===== src/periph_irq_regs.vh =====
// Register map, field positions, reset values and write masks of the
// peripheral interrupt flag and enable bank.
// Assumes an 8-bit register port with a 3-bit word address.
`ifndef PERIPH_IRQ_REGS_VH
`define PERIPH_IRQ_REGS_VH

// Register offsets on the register port.
`define OFS_ENABLE_TWO 3'h0
`define OFS_REQUEST_ONE 3'h1
`define OFS_REQUEST_TWO 3'h2
`define OFS_EVENT_STATUS 3'h3
`define OFS_EVENT_MASK 3'h4

// Bit positions in the first request register.
`define BIT_CONVERSION_DONE 6
`define BIT_SERIAL_RX_FULL 5
`define BIT_SERIAL_TX_EMPTY 4
`define BIT_SYNC_SERIAL_DONE 3
`define BIT_CAPTURE_COMPARE 2
`define BIT_PERIOD_MATCH 1
`define BIT_WIDE_TIMER_OVERFLOW 0

// Bit positions shared by the second enable and second request registers.
`define BIT_OSC_FAIL 7
`define BIT_COMPARATOR_TWO 6
`define BIT_COMPARATOR_ONE 5
`define BIT_NV_WRITE_DONE 4

// Event status bit that gathers all second-group flag events.
`define BIT_GROUP_TWO_EVENT 7

// Reset values.
`define RST_ENABLE_TWO 8'h00
`define RST_REQUEST_ONE 8'h00
`define RST_REQUEST_TWO 8'h00
`define RST_EVENT_STATUS 8'h00
`define RST_EVENT_MASK 8'h00

// Bits that software may write; all others read zero or are read-only.
`define WMASK_ENABLE_TWO 8'hF0
`define WMASK_REQUEST_ONE 8'h4F
`define WMASK_REQUEST_TWO 8'hF0
`define WMASK_EVENT_MASK 8'hFF

// Capture/compare unit mode codes.
`define CCP_MODE_CAPTURE 2'h0
`define CCP_MODE_COMPARE 2'h1
`define CCP_MODE_PWM 2'h2
`define CCP_MODE_OFF 2'h3

`endif


===== src/peripheral_irq_enable_flag_bank.v =====
// Peripheral interrupt flag and enable bank: second enable register, first
// and second request registers, an event status register with its mask.
// Assumes peripherals give one-cycle event pulses on this clock, and that the
// core supplies the global and peripheral enable bits and the first enables.
// Outputs are registered: read data one cycle after the strobe, the core
// request and the level interrupt one cycle after their cause. Software is
// expected to clear a stale flag before it opens the matching enable.
`timescale 1ns/1ns
`include "periph_irq_regs.vh"

module peripheral_irq_enable_flag_bank (
    input wire clock,
    input wire rst,
    input wire [2:0] reg_addr,
    input wire [7:0] reg_wdata,
    input wire reg_wr,
    input wire reg_rd,
    output reg [7:0] reg_rdata,
    input wire global_irq_en,
    input wire peripheral_irq_global_en,
    input wire [6:0] enable_one_in,
    input wire conversion_done_evt,
    input wire serial_rx_loaded_evt,
    input wire serial_rx_data_read,
    input wire serial_tx_emptied_evt,
    input wire serial_tx_data_write,
    input wire sync_serial_done_evt,
    input wire [1:0] ccp_mode,
    input wire capture_evt,
    input wire compare_evt,
    input wire period_match_evt,
    input wire wide_timer_overflow_evt,
    input wire osc_fail_evt,
    input wire comparator_one_evt,
    input wire comparator_two_evt,
    input wire nv_write_done_evt,
    output reg periph_irq_req,
    output reg irq
);

    // Register state. The first enable register lives in the core, so only
    // its seven bits arrive here as a level input; the event status and mask
    // pair is a local addition that drives the level interrupt output.
    reg [7:0] enable_two_reg;
    reg [7:0] request_one_reg;
    reg [7:0] request_two_reg;
    reg [7:0] event_status_reg;
    reg [7:0] event_mask_reg;

    // Next values and helper vectors.
    reg [7:0] enable_two_next;
    wire [7:0] request_one_next;
    wire [7:0] request_two_next;
    reg [7:0] event_status_next;
    reg [7:0] event_mask_next;
    reg [7:0] read_value;
    reg [7:0] set_one;
    reg [7:0] hw_clr_one;
    reg [7:0] set_two;
    reg capture_compare_evt;
    wire [7:0] wmask_one;
    wire [7:0] wmask_two;
    wire wr_enable_two;
    wire wr_request_one;
    wire wr_request_two;
    wire wr_event_mask;
    wire rd_event_status;
    wire [7:0] new_one;
    wire [7:0] new_two;
    wire [7:0] pending_one;
    wire [7:0] pending_two;
    wire [7:0] enable_one_full;
    wire [7:0] wr_bits_one;
    wire [7:0] wr_bits_two;
    reg periph_irq_next;
    reg irq_next;

    // Address decode; one strobe at a time hits at most one register.
    // Writes to the status offset and to offsets five to seven match nothing.
    assign wr_enable_two = reg_wr && (reg_addr == `OFS_ENABLE_TWO);
    assign wr_request_one = reg_wr && (reg_addr == `OFS_REQUEST_ONE);
    assign wr_request_two = reg_wr && (reg_addr == `OFS_REQUEST_TWO);
    assign wr_event_mask = reg_wr && (reg_addr == `OFS_EVENT_MASK);
    assign rd_event_status = reg_rd && (reg_addr == `OFS_EVENT_STATUS);

    // Writable bit masks as wires so the generate loops can index them.
    assign wmask_one = `WMASK_REQUEST_ONE;
    assign wmask_two = `WMASK_REQUEST_TWO;

    // Bits that a software write actually reaches in this cycle.
    assign wr_bits_one = {8{wr_request_one}} & wmask_one;
    assign wr_bits_two = {8{wr_request_two}} & wmask_two;

    // The capture/compare source depends on the unit's mode; in pulse-width
    // mode and when off the flag is left alone.
    always @* begin
        case (ccp_mode)
            `CCP_MODE_CAPTURE: begin
                capture_compare_evt = capture_evt;
            end
            `CCP_MODE_COMPARE: begin
                capture_compare_evt = compare_evt;
            end
            `CCP_MODE_PWM: begin
                // Pulse-width mode has no event of its own for this flag.
                capture_compare_evt = 1'b0;
            end
            default: begin
                capture_compare_evt = 1'b0;
            end
        endcase
    end

    // Hardware set vector for the first request register. Enables play no
    // part here, so a flag can be pending before software enables it.
    always @* begin
        set_one = 8'h00;
        set_one[`BIT_CONVERSION_DONE] = conversion_done_evt;
        set_one[`BIT_SERIAL_RX_FULL] = serial_rx_loaded_evt;
        set_one[`BIT_SERIAL_TX_EMPTY] = serial_tx_emptied_evt;
        set_one[`BIT_SYNC_SERIAL_DONE] = sync_serial_done_evt;
        set_one[`BIT_CAPTURE_COMPARE] = capture_compare_evt;
        set_one[`BIT_PERIOD_MATCH] = period_match_evt;
        set_one[`BIT_WIDE_TIMER_OVERFLOW] = wide_timer_overflow_evt;
    end

    // Hardware clears of the read-only serial flags: a receive data read
    // empties the receive buffer, a transmit data write fills the transmitter.
    // A same-cycle set still wins, so a byte that lands as the old one is read keeps it.
    always @* begin
        hw_clr_one = 8'h00;
        hw_clr_one[`BIT_SERIAL_RX_FULL] = serial_rx_data_read;
        hw_clr_one[`BIT_SERIAL_TX_EMPTY] = serial_tx_data_write;
    end

    // Hardware set vector for the second request register. Comparator events
    // pass straight through; detecting an output change is the comparator's job.
    always @* begin
        set_two = 8'h00;
        set_two[`BIT_OSC_FAIL] = osc_fail_evt;
        set_two[`BIT_COMPARATOR_TWO] = comparator_two_evt;
        set_two[`BIT_COMPARATOR_ONE] = comparator_one_evt;
        set_two[`BIT_NV_WRITE_DONE] = nv_write_done_evt;
    end

    // Per-bit flag update. A hardware set in the same cycle as a software
    // clear wins, so no event is lost. Unwritable bits keep their value,
    // and the top bit of the first register has no set source, so it stays 0.
    // The serial flags are outside the write mask and follow their pulses only.
    genvar i;
    generate
        for (i = 0; i < 8; i = i + 1) begin : flag_bit
            assign request_one_next[i] =
                ((wr_bits_one[i] ? reg_wdata[i]
                  : request_one_reg[i]) & ~hw_clr_one[i]) | set_one[i];
            assign request_two_next[i] =
                (wr_bits_two[i] ? reg_wdata[i]
                  : request_two_reg[i]) | set_two[i];
            // A flag counts as newly raised only on a rising transition.
            assign new_one[i] = request_one_next[i] & ~request_one_reg[i];
            assign new_two[i] = request_two_next[i] & ~request_two_reg[i];
        end
    endgenerate

    // Second enable register; its low nibble is not stored.
    // Dropping the low nibble at the write keeps the read path a plain copy.
    always @* begin
        enable_two_next = enable_two_reg;
        if (wr_enable_two) begin
            enable_two_next = reg_wdata & `WMASK_ENABLE_TWO;
        end
    end

    // Event mask register, same layout as the event status register.
    always @* begin
        event_mask_next = event_mask_reg;
        if (wr_event_mask) begin
            event_mask_next = reg_wdata & `WMASK_EVENT_MASK;
        end
    end

    // Event status: bits 6..0 latch new first-group flags, bit 7 latches any
    // new second-group flag. A read clears it, but a same-cycle event stays.
    // A limitation: a flag that is already set adds no new status bit on a
    // second event, so the status records raises of flags, not event counts.
    always @* begin
        event_status_next = rd_event_status ? 8'h00 : event_status_reg;
        event_status_next = event_status_next | {1'b0, new_one[6:0]};
        if (|new_two) begin
            event_status_next[`BIT_GROUP_TWO_EVENT] = 1'b1;
        end
    end

    // Pending requests use the next flag values, so the registered request
    // output lines up with the registered flags.
    assign enable_one_full = {1'b0, enable_one_in};
    assign pending_one = request_one_next & enable_one_full;
    assign pending_two = request_two_next & enable_two_next;

    // Next values of the core request and the level interrupt. Keeping them
    // apart from the flops leaves each output a plain register.
    always @* begin
        periph_irq_next = 1'b0;
        if (peripheral_irq_global_en && global_irq_en) begin
            periph_irq_next = |pending_one || |pending_two;
        end
        irq_next = |(event_status_next & event_mask_next);
    end

    // Read multiplexer; an unmapped address reads as zero.
    // Reads have no side effect here; only the status clear acts on a read.
    always @* begin
        case (reg_addr)
            `OFS_ENABLE_TWO: begin
                read_value = enable_two_reg;
            end
            `OFS_REQUEST_ONE: begin
                read_value = request_one_reg;
            end
            `OFS_REQUEST_TWO: begin
                read_value = request_two_reg;
            end
            `OFS_EVENT_STATUS: begin
                read_value = event_status_reg;
            end
            `OFS_EVENT_MASK: begin
                read_value = event_mask_reg;
            end
            default: begin
                read_value = 8'h00;
            end
        endcase
    end

    // Register update; all state clears on reset.
    // A synchronous reset keeps the whole bank in the one clock domain.
    always @(posedge clock) begin
        if (rst) begin
            enable_two_reg <= `RST_ENABLE_TWO;
            request_one_reg <= `RST_REQUEST_ONE;
            request_two_reg <= `RST_REQUEST_TWO;
            event_status_reg <= `RST_EVENT_STATUS;
            event_mask_reg <= `RST_EVENT_MASK;
        end else begin
            enable_two_reg <= enable_two_next;
            request_one_reg <= request_one_next;
            request_two_reg <= request_two_next;
            event_status_reg <= event_status_next;
            event_mask_reg <= event_mask_next;
        end
    end

    // Read data stands only in the cycle after the read strobe; otherwise
    // the port shows zero so stale data is never mistaken for an answer.
    // Zeroing the idle port costs one gate level but makes every answer explicit.
    always @(posedge clock) begin
        if (rst) begin
            reg_rdata <= 8'h00;
        end else if (reg_rd) begin
            reg_rdata <= read_value;
        end else begin
            reg_rdata <= 8'h00;
        end
    end

    // Request to the core: an enabled flag reaches it only with both the
    // peripheral and the global enable set.
    always @(posedge clock) begin
        if (rst) begin
            periph_irq_req <= 1'b0;
        end else begin
            periph_irq_req <= periph_irq_next;
        end
    end

    // Level interrupt from sticky status and mask, taken from next values
    // so that it drops in the same cycle as the clearing read takes effect.
    always @(posedge clock) begin
        if (rst) begin
            irq <= 1'b0;
        end else begin
            irq <= irq_next;
        end
    end

endmodule


===== config.mk =====
export PLATFORM = sky130hd
export DESIGN_NAME = peripheral_irq_enable_flag_bank
export DESIGN_NICKNAME = d
export VERILOG_FILES = /design/src/peripheral_irq_enable_flag_bank.v
export VERILOG_INCLUDE_DIRS = /design/src
export SDC_FILE = /design/constraint.sdc
export NUM_CORES = 1
export LEC_CHECK = 0
export BUFFER_PORTS_ARGS = -buffer_cell sky130_fd_sc_hd__buf_4
export CORE_MARGIN = 5
export CORE_UTILIZATION = 51
export DETAILED_ROUTE_END_ITERATION = 10
export GPL_ROUTABILITY_DRIVEN = 0
export PLACE_DENSITY = 0.77
export SYNTH_ARGS = -nofsm -noshare
export SYNTH_HDL_FRONTEND = slang
export SYNTH_SLANG_ARGS = --single-unit

===== constraint.sdc =====
create_clock -name clock -period 2.35 [get_ports clock]
set_input_delay 0.5875 -clock clock [delete_from_list [all_inputs] [get_ports clock]]
set_output_delay 0.5875 -clock clock [all_outputs]
set_load 0.05 [all_outputs]

### Word level (Yosys, flattened, before mapping)

Cells that the tools add are included.
Widths: inputs -> output; s select.

| storage, ports and cells | value |
|---|---|
| flip-flop bits (word level) | 45 |
| input port bits | 40 |
| output and inout bits | 10 |
| word-level logic and storage cells | 86 |

| cells by class | value |
|---|---|
| equal/unequal tests | 5 |
| multiplexer cells | 15 |
| bitwise operators | 43 |
| reduce and logical (&&, ||, !) cells | 15 |

Operators with widths:

| cell | count |
|---|---|
| $pmux 8 s5 | 1 |
| $mux 8 | 3 |
| $reduce_or 8->1 | 3 |
| $and 8x8->8 | 2 |
| $not 1->1 | 15 |
| $and 1x1->1 | 13 |
| $or 1x1->1 | 11 |
| $mux 1 | 10 |
| $or 8x7->8 | 1 |
| $and 7x7->7 | 1 |
| $eq 3x2->1 const B | 2 |
| $logic_and 1x1->1 | 6 |
| $reduce_or 2->1 | 2 |
| $reduce_or 4->1 | 1 |
| $eq 3x1->1 const B | 1 |
| $eq 3x3->1 const B | 1 |
| $logic_not 3->1 | 1 |
| $eq 2x1->1 const B | 1 |
| $logic_not 2->1 | 1 |
| $pmux 1 s2 | 1 |
| $logic_or 1x1->1 | 1 |

### Depth between registers and ports, before layout

Gate-level depths: netlist (run 1).

| logic depth | value |
|---|---|
| depth after elaboration | 9 |
| mapped depth | 8 |
| mapped depth without buffers | 6 |

### Worst setup path before layout (run 1)

No wires, ideal clock.

| timing path | value |
|---|---|
| path kind | input to register |
| start point | input reg_addr[0] |
| end point | register irq |
| setup time | 131 ps |
| data arrival time | 1994 ps |
| data required time | 2219 ps |
| slack | 224 ps |
| cell stages on the path | 8 |
| buffers on the path | 2 |
| cells stage by stage | buf_6 nor2_2 and3_4 buf_6 mux2_4 a222oi_1 and3_1 a21oi_1 |

| on the way | value |
|---|---|
| cells in the longest elaborated chain, start to end | 9 |
| elaborated cells between the ends (all ways) | 42 |
| those cells by class | eq/ne: 4; mux: 12; bitwise: 20; reduce/logical: 6 |

RTL lines:

| item | RTL line | source |
|---|---|---|
| start, declared | peripheral_irq_enable_flag_bank.v:14 | `input wire [2:0] reg_addr,` |
| $eq 3x2->1 | -- |  |
| $logic_and 1x1->1 | peripheral_irq_enable_flag_bank.v:82 | `` assign wr_request_two = reg_wr && (reg_addr == `OFS_REQUEST_TWO); `` |
| $mux 1 | peripheral_irq_enable_flag_bank.v:157 | `(wr_bits_two[i] ? reg_wdata[i]` |
| $or 1x1->1 | peripheral_irq_enable_flag_bank.v:158 | `: request_two_reg[i]) \| set_two[i];` |
| $and 1x1->1 | peripheral_irq_enable_flag_bank.v:161 | `assign new_two[i] = request_two_next[i] & ~request_two_reg[i];` |
| $reduce_or 4->1 | peripheral_irq_enable_flag_bank.v:189 | `if (\|new_two) begin` |
| $mux 1 | peripheral_irq_enable_flag_bank.v:189 |  |
| $and 8x8->8 * | peripheral_irq_enable_flag_bank.v:207 | `irq_next = \|(event_status_next & event_mask_next);` |
| $reduce_or 8->1 * | peripheral_irq_enable_flag_bank.v:207 |  |
| end signal, assigned | peripheral_irq_enable_flag_bank.v:282 | `irq <= irq_next;` |
| end, declared | peripheral_irq_enable_flag_bank.v:38 | `output reg irq` |

Mark *: on every way between the ends. The rest lies on a longest branch, timed or not.
A chain may end at the register's enable or synchronous reset.

### Worst setup path in the final report (run 1)

Ends and elaborated chain as after synthesis.

==> results of run 1 <==
metal layers:
| metal | up-vias | GRT usage, % | part of all wire [%] |
|---|---|---|---|
| met4 | 0 | 7.52 | 1.9 |
| met3 | 9 | 5.40 | 8.3 |
| met5 | - | 0 | 0 |
| li1 | 904 | - | - |
| met1 | 873 | 30.8 | 44 |
| met2 | 81 | 35.9 | 46 |
power by group through the flow:
| stage | combinational (mW) | clock (mW) | sequential, mW |
|---|---|---|---|
| finish | 0.270 | 0.544 | 0.753 |
| CTS | 0.268 | 0.552 | 0.752 |
| detailed placement | 0.266 | 0 | 0.768 |
| global placement | 0.263 | 0 | 0.767 |
| global route | 0.294 | 0.580 | 0.756 |
| floorplan | 0.142 | 0 | 0.775 |
final timing paths:
check             cells after the start  slack [ps]                  to
setup / recovery                      8         320                 irq
hold / removal                        2         490  request_two_reg[7]
setup reg to reg                      6         650      periph_irq_req
hold reg to reg                       2         490  request_two_reg[7]
cell type report:
class                           count  area [sq um]
Fill cell                         339          1180
Sequential cell                    41           821
Multi-Input combinational cell    159          1080
Inverter                            4          15.0
Clock inverter                      2          35.0
Tap cell                           48          60.1
Timing Repair Buffer               60           450
Clock buffer                        5          68.8
kinds of logic after synthesis:
group | Yosys count | share of synthesized area (%)
flops | 41 | 41.5
mux | 19 | 10.4
simple gates | 72 | 20.2
buf+inv | 15 | 3.79
compound gates | 68 | 24.2
worst max-delay path, delay by kind of cell:
kind                   cells  cell delay [ps]
and+or+nand+nor            2              450
buffers and inverters      2              330
AOI/OAI and AO/OA          4              830
stage by stage:
step                      std cells  power, mW  worst slack (ps)
after global placement          312       1.03              49.6
after detailed placement        312       1.03              77.2
after floorplan                 215      0.916               224
after CTS                       319       1.57               373
final                           319       1.57               324
after global routing            319       1.63               193
placed cells by master (no fill, tap or decap), types with 2 or more instances in the layout:
cell type   n
buf_4      60
dfxtp_1    41
nor2_1     31
a21oi_1    23
nand2_1    16
a22oi_1    12
mux2i_1    10
nor2b_1     9
o22a_1      7
o21ai_0     6
a2bb2oi_1   5
mux2_2      5
clkbuf_8    5
inv_1       4
mux2_1      3
a222oi_1    2
a2111oi_0   2
o32a_1      2
o32ai_1     2
==> run_results.csv, run 1 <==
group,metric,value,unit
floorplan,die_w,72.3,um
drt,ant_nets,0,
floorplan,fp.dieH,72.3,um
clock_network,path_clk_slew,80,ps
critical_path,crit_arrival,2190,ps
synthesis,yosysSeqAreaShare,41.5,%
timing,finalCriticalPeriod,2030,ps
power,seq_power_share,48.0,%
synthesis,yosys.cell_types.count,45,
critical_path,crit_path_end_kind,"flop",
grt,grt_max_degree,35,
drt,num_vias,1867,
drt,firstDrtPassIters,4,
synthesis,async_reset_ff_share,0,%
clock_network,cts_resized,0,
run_status,status,"finished, final reports clean",
place,port_buffers,49,
grt,grt_first_pass_wirelength,9.12,mm
final_layout,drive_gt1_share,30.6,%
grt,globalRouteOverflowTotal,0,
synthesis,syn_inst,215,
synthesis,yosysTopAreaCellShare,41.5,%
clock_network,clock_latency,290,ps
place,dpl_cell_area,0.00243,sq mm
power,clkPwrFrac,34.7,%
drt,wl_per_cell,17.6,um
drt,drc,0,
synthesis,synth.most_common_cell,"dfxtp_1",
floorplan,std_cell_rows,22,
clock_network,cts_root_buffer,"clkbuf_8",
drt,viasPerCell,5.85,
synthesis,ys_dominant_reg_cell,"dfxtp_1",
floorplan,start_util,53.3,%
synthesis,syn_area_per_cell,9.21,sq um
min_path,holdCritPathClass,"reg -> reg",
drt,drt_iter0_markers,204,
synthesis,synthTopCellsByArea,"dfxtp_1, nor2_1, a21oi_1",
clock_network,cts_setup_buffers,0,
synthesis,synthesis.nets,255,
timing,period_share,86.2,%
place,dpl.hpwl,4.21,mm
power,p_per_area,618,mW/mm^2
timing,hold_viol_final,0,
clock_network,numCtsBuffers,5,
power,p_int,1.17,mW
power,p_sw,397,uW
timing,fin_skew,5.08,ps
critical_path,r2r_start,"request_one_reg[5]",
synthesis,yosysWarnings,0,
final_layout,stdcell_area,0.00253,sq mm
clock_network,clock_path_buffers,2,
floorplan,die_area,0.00523,sq mm
timing,hold_slack,494,ps
clock_network,cts.sinks,41,
timing,worst_slew_pin_slew,641,ps
floorplan,ios,50,
grt,antenna_found_initial,0,
timing,finalSetupViolCount,0,
power,p_comb_share,17.2,%
critical_path,crit_chain,"buf_4 > and4bb_2 > a21oi_1 > o22ai_1 > a2111oi_0 > buf_4 > or2_0 > a21oi_1",
critical_path,crit_fanout,8,
timing,fin_setup_tns,0,ps
min_path,min_from,"request_two_reg[7]",
power,peakVddDrop,483,uV
timing,max_freq,0.494,GHz
final_layout,area_growth,28.0,%
grt,grt_pass1_vias,1884,
final_layout,insertedDiodeCount,0,
synthesis,synth_common_cells,"dfxtp_1, nor2_1, a21oi_1",
final_layout,post-route-util,68.2,%
run,cap_violations,0,
critical_path,startpoint_type,"input pin",
clock_network,cts_tree,"done",
clock_network,htreeDepth,2,
final_layout,final_nets,311,
synthesis,yosys_register_bits,41,
synthesis,synth_area,0.00198,sq mm
timing,max_slew_margin,57.2,%
critical_path,crit_slowest_cell,"a2111oi_0",
floorplan,core_area,0.00372,sq mm
timing,rsz0062_at_grt,"false",
critical_path,worstSetupPathType,"in -> reg",
synthesis,yosys.area.top_type,"dfxtp_1",
critical_path,crit_start,"reg_addr[0]",
grt,grt_usage,22.9,%
synthesis,synth_edf_count,0,
critical_path,worst_ep_required_time,2520,ps
timing,slew_viol_final,0,
critical_path,crit_path_max_incr_delay,420,ps
drt,routed_wl,5.62,mm
clock_network,ctsHoldBuffers,0,
power,switching_share,25.4,%
power,p_leak,1.05,nW
No activity file was read; power rests on OpenSTA's default activity.
==> inputs of run 2 (changes only) <==
Settings changed: ABC_AREA set to 1, CTS_CLUSTER_DIAMETER set to 40, REMOVE_ABC_BUFFERS set to 1.
==> run 2 against run 1 <==
Clock skew fell by 2.2 ps; total power rose by 3.7%; cell area rose by 0.35%; largest cell class unchanged; die area rose by 1.4%; area after synthesis rose by 1.6%; setup slack improved by 64 ps; fmax rose by 3.2%; register-to-register slack improved by 460 ps; flip-flop and latch count did not move.
==> run_results.csv, run 2 <==
group,metric,value,unit
run_status,status,"finished, final reports clean",
critical_path,worst_ep_required_time,2540,ps
clock_network,ctsHoldBuffers,0,
synthesis,yosys.area.top_type,"dfxtp_1",
floorplan,std_cell_rows,22,
grt,grt_first_pass_wirelength,8.91,mm
grt,grt_max_degree,24,
clock_network,cts_root_buffer,"clkbuf_8",
place,dp.cells,401,
clock_network,cts.sinks,41,
clock_network,cts_setup_buffers,0,
timing,max_freq,0.510,GHz
min_path,holdCritPathClass,"reg -> reg",
clock_network,cts_resized,0,
clock_network,htreeDepth,2,
synthesis,synthTopCellsByArea,"dfxtp_1, nand2_1, inv_1",
place,dpl.hpwl,4.07,mm
synthesis,yosys.cell_types.count,25,
drt,drc,0,
power,p_comb_share,17.6,%
timing,hold_viol_final,0,
timing,hold_slack,502,ps
timing,fin_skew,2.84,ps
synthesis,synth_compound_area_share,12.9,%
critical_path,crit_path_end_kind,"flop",
power,p_leak,1.37,nW
clock_network,clock_path_buffers,2,
synthesis,syn_inst,306,
final_layout,final_nets,400,
synthesis,yosysWarnings,0,
timing,fin_setup_tns,0,ps
run,cap_violations,0,
drt,ant_nets,0,
synthesis,ys_dominant_reg_cell,"dfxtp_1",
final_layout,area_growth,26.4,%
grt,grt_busiest_layer,"met2",
drt,num_vias,2049,
floorplan,start_util,53.7,%
clock_network,path_clk_slew,80,ps
synthesis,synthXorXnorAreaFrac,0,%
power,p_sw,428,uW
final_layout,insertedDiodeCount,0,
drt,drt_iter0_markers,208,
place,port_buffers,49,
clock_network,cts_tree,"done",
final_layout,final_common_cell,"nand2_1",
power,seq_power_share,46.4,%
synthesis,synth.area.mux_share,0,%
final_layout,multiInputGateArea,885,sq um
synthesis,synth_top_family_by_area,"simple AND/OR/NAND/NOR gates",
power,switching_share,26.4,%
final_layout,post-route-util,67.9,%
power,clkPwrFrac,36.0,%
final_layout,mostFrequentLayoutCells,"nand2_1, inv_1, buf_4",
drt,routed_wl,5.43,mm
floorplan,die_area,0.00530,sq mm
timing,period_share,83.5,%
final_layout,final_cells,409,
grt,grt_pass1_vias,1936,
timing,finalSetupViolCount,0,
synthesis,async_reset_ff_share,0,%
synthesis,synth_area,0.00201,sq mm
grt,use_met2,36.5,%
power,p_int,1.20,mW
critical_path,crit_fanout,8,
critical_path,crit_arrival,2150,ps
timing,max_slew_margin,71.6,%
drt,firstDrtPassIters,4,
floorplan,die_w,72.8,um
floorplan,ios,50,
timing,rsz0062_at_grt,"false",
synthesis,synth_edf_count,0,
critical_path,worstSetupPathType,"in -> reg",
drt,wl_per_cell,13.3,um
clock_network,clock_latency,290,ps
grt,globalRouteOverflowTotal,0,
power,peakVddDrop,428,uV
power,power.total,1.62,mW
synthesis,synth-adder-area-share,0,%
synthesis,synthSimpleGateAreaFrac,31.1,%
final_layout,fillers,379,
synthesis,yosysTopAreaCellShare,40.8,%
synthesis,syn_area_per_cell,6.57,sq um
final_layout,drive_gt1_share,18.6,%
final_layout,regArea,821,sq um
floorplan,core_area,0.00374,sq mm
timing,slew_viol_final,0,
synthesis,yosysSeqAreaShare,40.8,%
grt,grt_usage,21.5,%
critical_path,startpoint_type,"input pin",
timing,worst_slew_pin_slew,425,ps
floorplan,fp.dieH,72.8,um
grt,grtUsageMet1,27.5,%
synthesis,yosys_register_bits,41,
drt,viasPerCell,5.01,
grt,antenna_found_initial,0,
power,p_per_area,639,mW/mm^2
synthesis,synth.most_common_cell,"nand2_1",
clock_network,numCtsBuffers,5,
synthesis,synth_common_cells,"nand2_1, inv_1, dfxtp_1",
grt,met3_usage,4.27,%
timing,finalCriticalPeriod,1960,ps
## run 2: final timing paths
path	cells after the start	slack (ps)	endpoint	start
hold reg to reg	2	500	event_status_reg[6]	event_status_reg[6]
hold / removal	2	500	event_status_reg[6]	event_status_reg[6]
setup reg to reg	10	1110	irq	request_one_reg[4]
setup / recovery	11	390	periph_irq_req	reg_addr[1]
## run 2: critical path, cell delays in order
cell     delay, ps
buf_4          130
inv_2          110
nand2_1        120
nor2_1         220
nand2_1        230
o21ai_1        230
inv_1           70
nand2_1         70
nand4_1        150
nor3_1         190
nor2_1          60
## run 2: kinds of logic (layout without fill, tap and decap cells)
logic type,count (synthesis),count (layout)
AOI/OAI and AO/OA,42,42
buffers and inverters,77,132
DFF,41,41
and+or+nand+nor,146,146
## run 2: final cells by class
cell class	count	share of cell area [%]
timing repair buffer	52	15.4
clock inverter	1	1.18
multi-input combinational	188	34.8
clock buffer	7	3.40
sequential	41	32.3
inverter	72	10.6
tap	48	2.36
## run 2: through the flow
step | setup slack (ps) | cell area [sq um]
floorplan | 624 | 1980
global placement | 184 | 2430
detailed placement | 183 | 2430
CTS | 467 | 2540
global route | 234 | 2540
finish | 388 | 2540
## run 2: per-layer routing
metal | up-vias | wire length, um
met4 | 0 | 60
li1 | 1055 | -
met2 | 62 | 2660
met3 | 6 | 376
met1 | 926 | 2330
met5 | - | 0
## run 2: power by group through the flow
stage	combinational, mW	clock (mW)	sequential [mW]
after floorplan	0.146	0	0.785
after global placement	0.277	0	0.768
after detailed placement	0.279	0	0.768
after CTS	0.284	0.593	0.753
after global routing	0.318	0.617	0.758
final	0.286	0.584	0.753
==> inputs of run 3 (changes only) <==
Settings changed: CORE_UTILIZATION 51 to 47, PLACE_DENSITY 0.77 to 0.75.
Clock period 2.35 ns to 1.57 ns, I/O delays scaled along.
==> run 3 against run 2 <==
Highest routed layer unchanged; clock-buffer cell count fell by 2; core utilization rose by 0.46 points; setup slack got worse by 290 ps; worst hold slack got worse by 170 ps.
==> run_results.csv, run 3 (same netlist as run 2, synthesis figures left out) <==
group,metric,value,unit
timing,max_freq,0.679,GHz
grt,grt_first_pass_wirelength,9.15,mm
grt,grt_pass1_vias,2038,
clock_network,path_clk_slew,80,ps
final_layout,final_nets,432,
clock_network,clock_path_buffers,2,
drt,ant_nets,0,
floorplan,std_cell_rows,23,
run_status,status,"finished, final reports clean",
critical_path,rrSetupSlack,340,ps
drt,drt_iter0_markers,146,
drt,routed_wl,5.55,mm
floorplan,die_w,75.4,um
floorplan,ios,50,
min_path,holdCritPathClass,"in -> reg",
grt,grt_max_degree,24,
drt,viasPerCell,4.91,
clock_network,cts_resized,0,
drt,num_vias,2177,
power,power.total,2.30,mW
run,cap_violations,0,
clock_network,htreeDepth,2,
power,p_sw,663,uW
timing,slew_viol_final,0,
grt,grtUsageMet1,28.9,%
power,clkPwrFrac,29.0,%
grt,use_met2,33.1,%
final_layout,drive_gt1_share,27.5,%
floorplan,die_area,0.00569,sq mm
grt,globalRouteOverflowTotal,0,
grt,grt_usage,21.4,%
critical_path,crit_arrival,1670,ps
place,dpl.hpwl,4.35,mm
final_layout,post-route-util,68.4,%
timing,period_share,93.9,%
place,dp_slack,-256,ps
floorplan,core_area,0.00409,sq mm
drt,wl_per_cell,12.5,um
timing,worst_slack,96.5,ps
power,p_comb_share,22.0,%
clock_network,cts_root_buffer,"clkbuf_8",
timing,finalSetupViolCount,0,
final_layout,insertedDiodeCount,0,
place,port_buffers,49,
floorplan,fp.dieH,75.4,um
drt,drc,0,
final_layout,final_common_cell,"buf_4",
power,p_leak,1.51,nW
grt,grt_busiest_layer,"met2",
power,seq_power_share,49.0,%
power,peakVddDrop,432,uV
critical_path,crit_path_end_kind,"flop",
clock_network,numCtsBuffers,5,
timing,rsz0062_at_grt,"false",
grt,met3_usage,4.49,%
power,p_per_area,824,mW/mm^2
critical_path,worstSetupPathType,"in -> reg",
grt,antenna_found_initial,0,
final_layout,area_growth,39.0,%
timing,hold_slack,329,ps
timing,hold_viol_final,0,
final_layout,mostFrequentLayoutCells,"buf_4, nand2_1, inv_1",
critical_path,worst_ep_required_time,1770,ps
critical_path,startpoint_type,"input pin",
clock_network,cts_setup_buffers,0,
clock_network,cts_tree,"done",
timing,max_slew_margin,78.6,%
clock_network,ctsHoldBuffers,0,
power,p_int,1.64,mW
timing,finalCriticalPeriod,1470,ps
timing,worst_slew_pin_slew,317,ps
power,switching_share,28.8,%
floorplan,start_util,49.2,%
critical_path,crit_fanout,16,
clock_network,cts.sinks,41,
drt,firstDrtPassIters,4,
timing,fin_skew,4.54,ps
clock_network,clock_latency,290,ps
-- run 3: area by class of cell --
class / count / area (sq um)
Fill cell: 373 / 1290
Multi-Input combinational cell: 188 / 921
Sequential cell: 41 / 821
Inverter: 72 / 273
Clock inverter: 3 / 17.5
Clock buffer: 5 / 68.8
Timing Repair Buffer: 84 / 631
Tap cell: 50 / 62.6
-- run 3: power groups by stage --
stage	clock network, mW	logic (mW)	registers (mW)
3_5_place_dp	0	0.490	1.15
5_1_grt	0.739	0.567	1.13
2_1_floorplan	0	0.218	1.17
6_report	0.667	0.507	1.13
3_3_place_gp	0	0.486	1.15
4_1_cts	0.689	0.494	1.13
-- run 3: metal layers --
metal,vias to the layer above,wire (um)
met3,10,411
met1,979,2370
met2,68,2640
met4,0,124
li1,1120,-
met5,-,0
-- run 3: path summary, 6_finish.rpt --
| check | from | end | depth (start not counted) |
|---|---|---|---|
| worst max-delay path | reg_addr[1] | irq | 12 |
| worst min-delay path | serial_tx_emptied_evt | request_one_reg[4] | 3 |
| worst max register to register | request_one_reg[4] | irq | 10 |
| worst min register to register | event_status_reg[3] | reg_rdata[3] | 2 |
-- run 3: worst max-delay path, cell delays in order --
cell	delay, ps
buf_4	120
inv_2	100
nand2_2	100
nor2_4	180
nand2_8	110
o21a_1	210
nand2_1	70
nand2_1	70
a21oi_2	140
nand3_1	90
nand2_1	60
inv_1	30
-- run 3: metrics by stage --
| stage | setup TNS (ps) | cells | area (sq um) |
|---|---|---|---|
| 2_1_floorplan | 0 | 301 | 1980 |
| 3_3_place_gp | -504 | 435 | 2670 |
| 3_5_place_dp | -607 | 435 | 2670 |
| 4_1_cts | 0 | 443 | 2760 |
| 5_1_grt | 0 | 443 | 2790 |
| 6_report | 0 | 443 | 2790 |
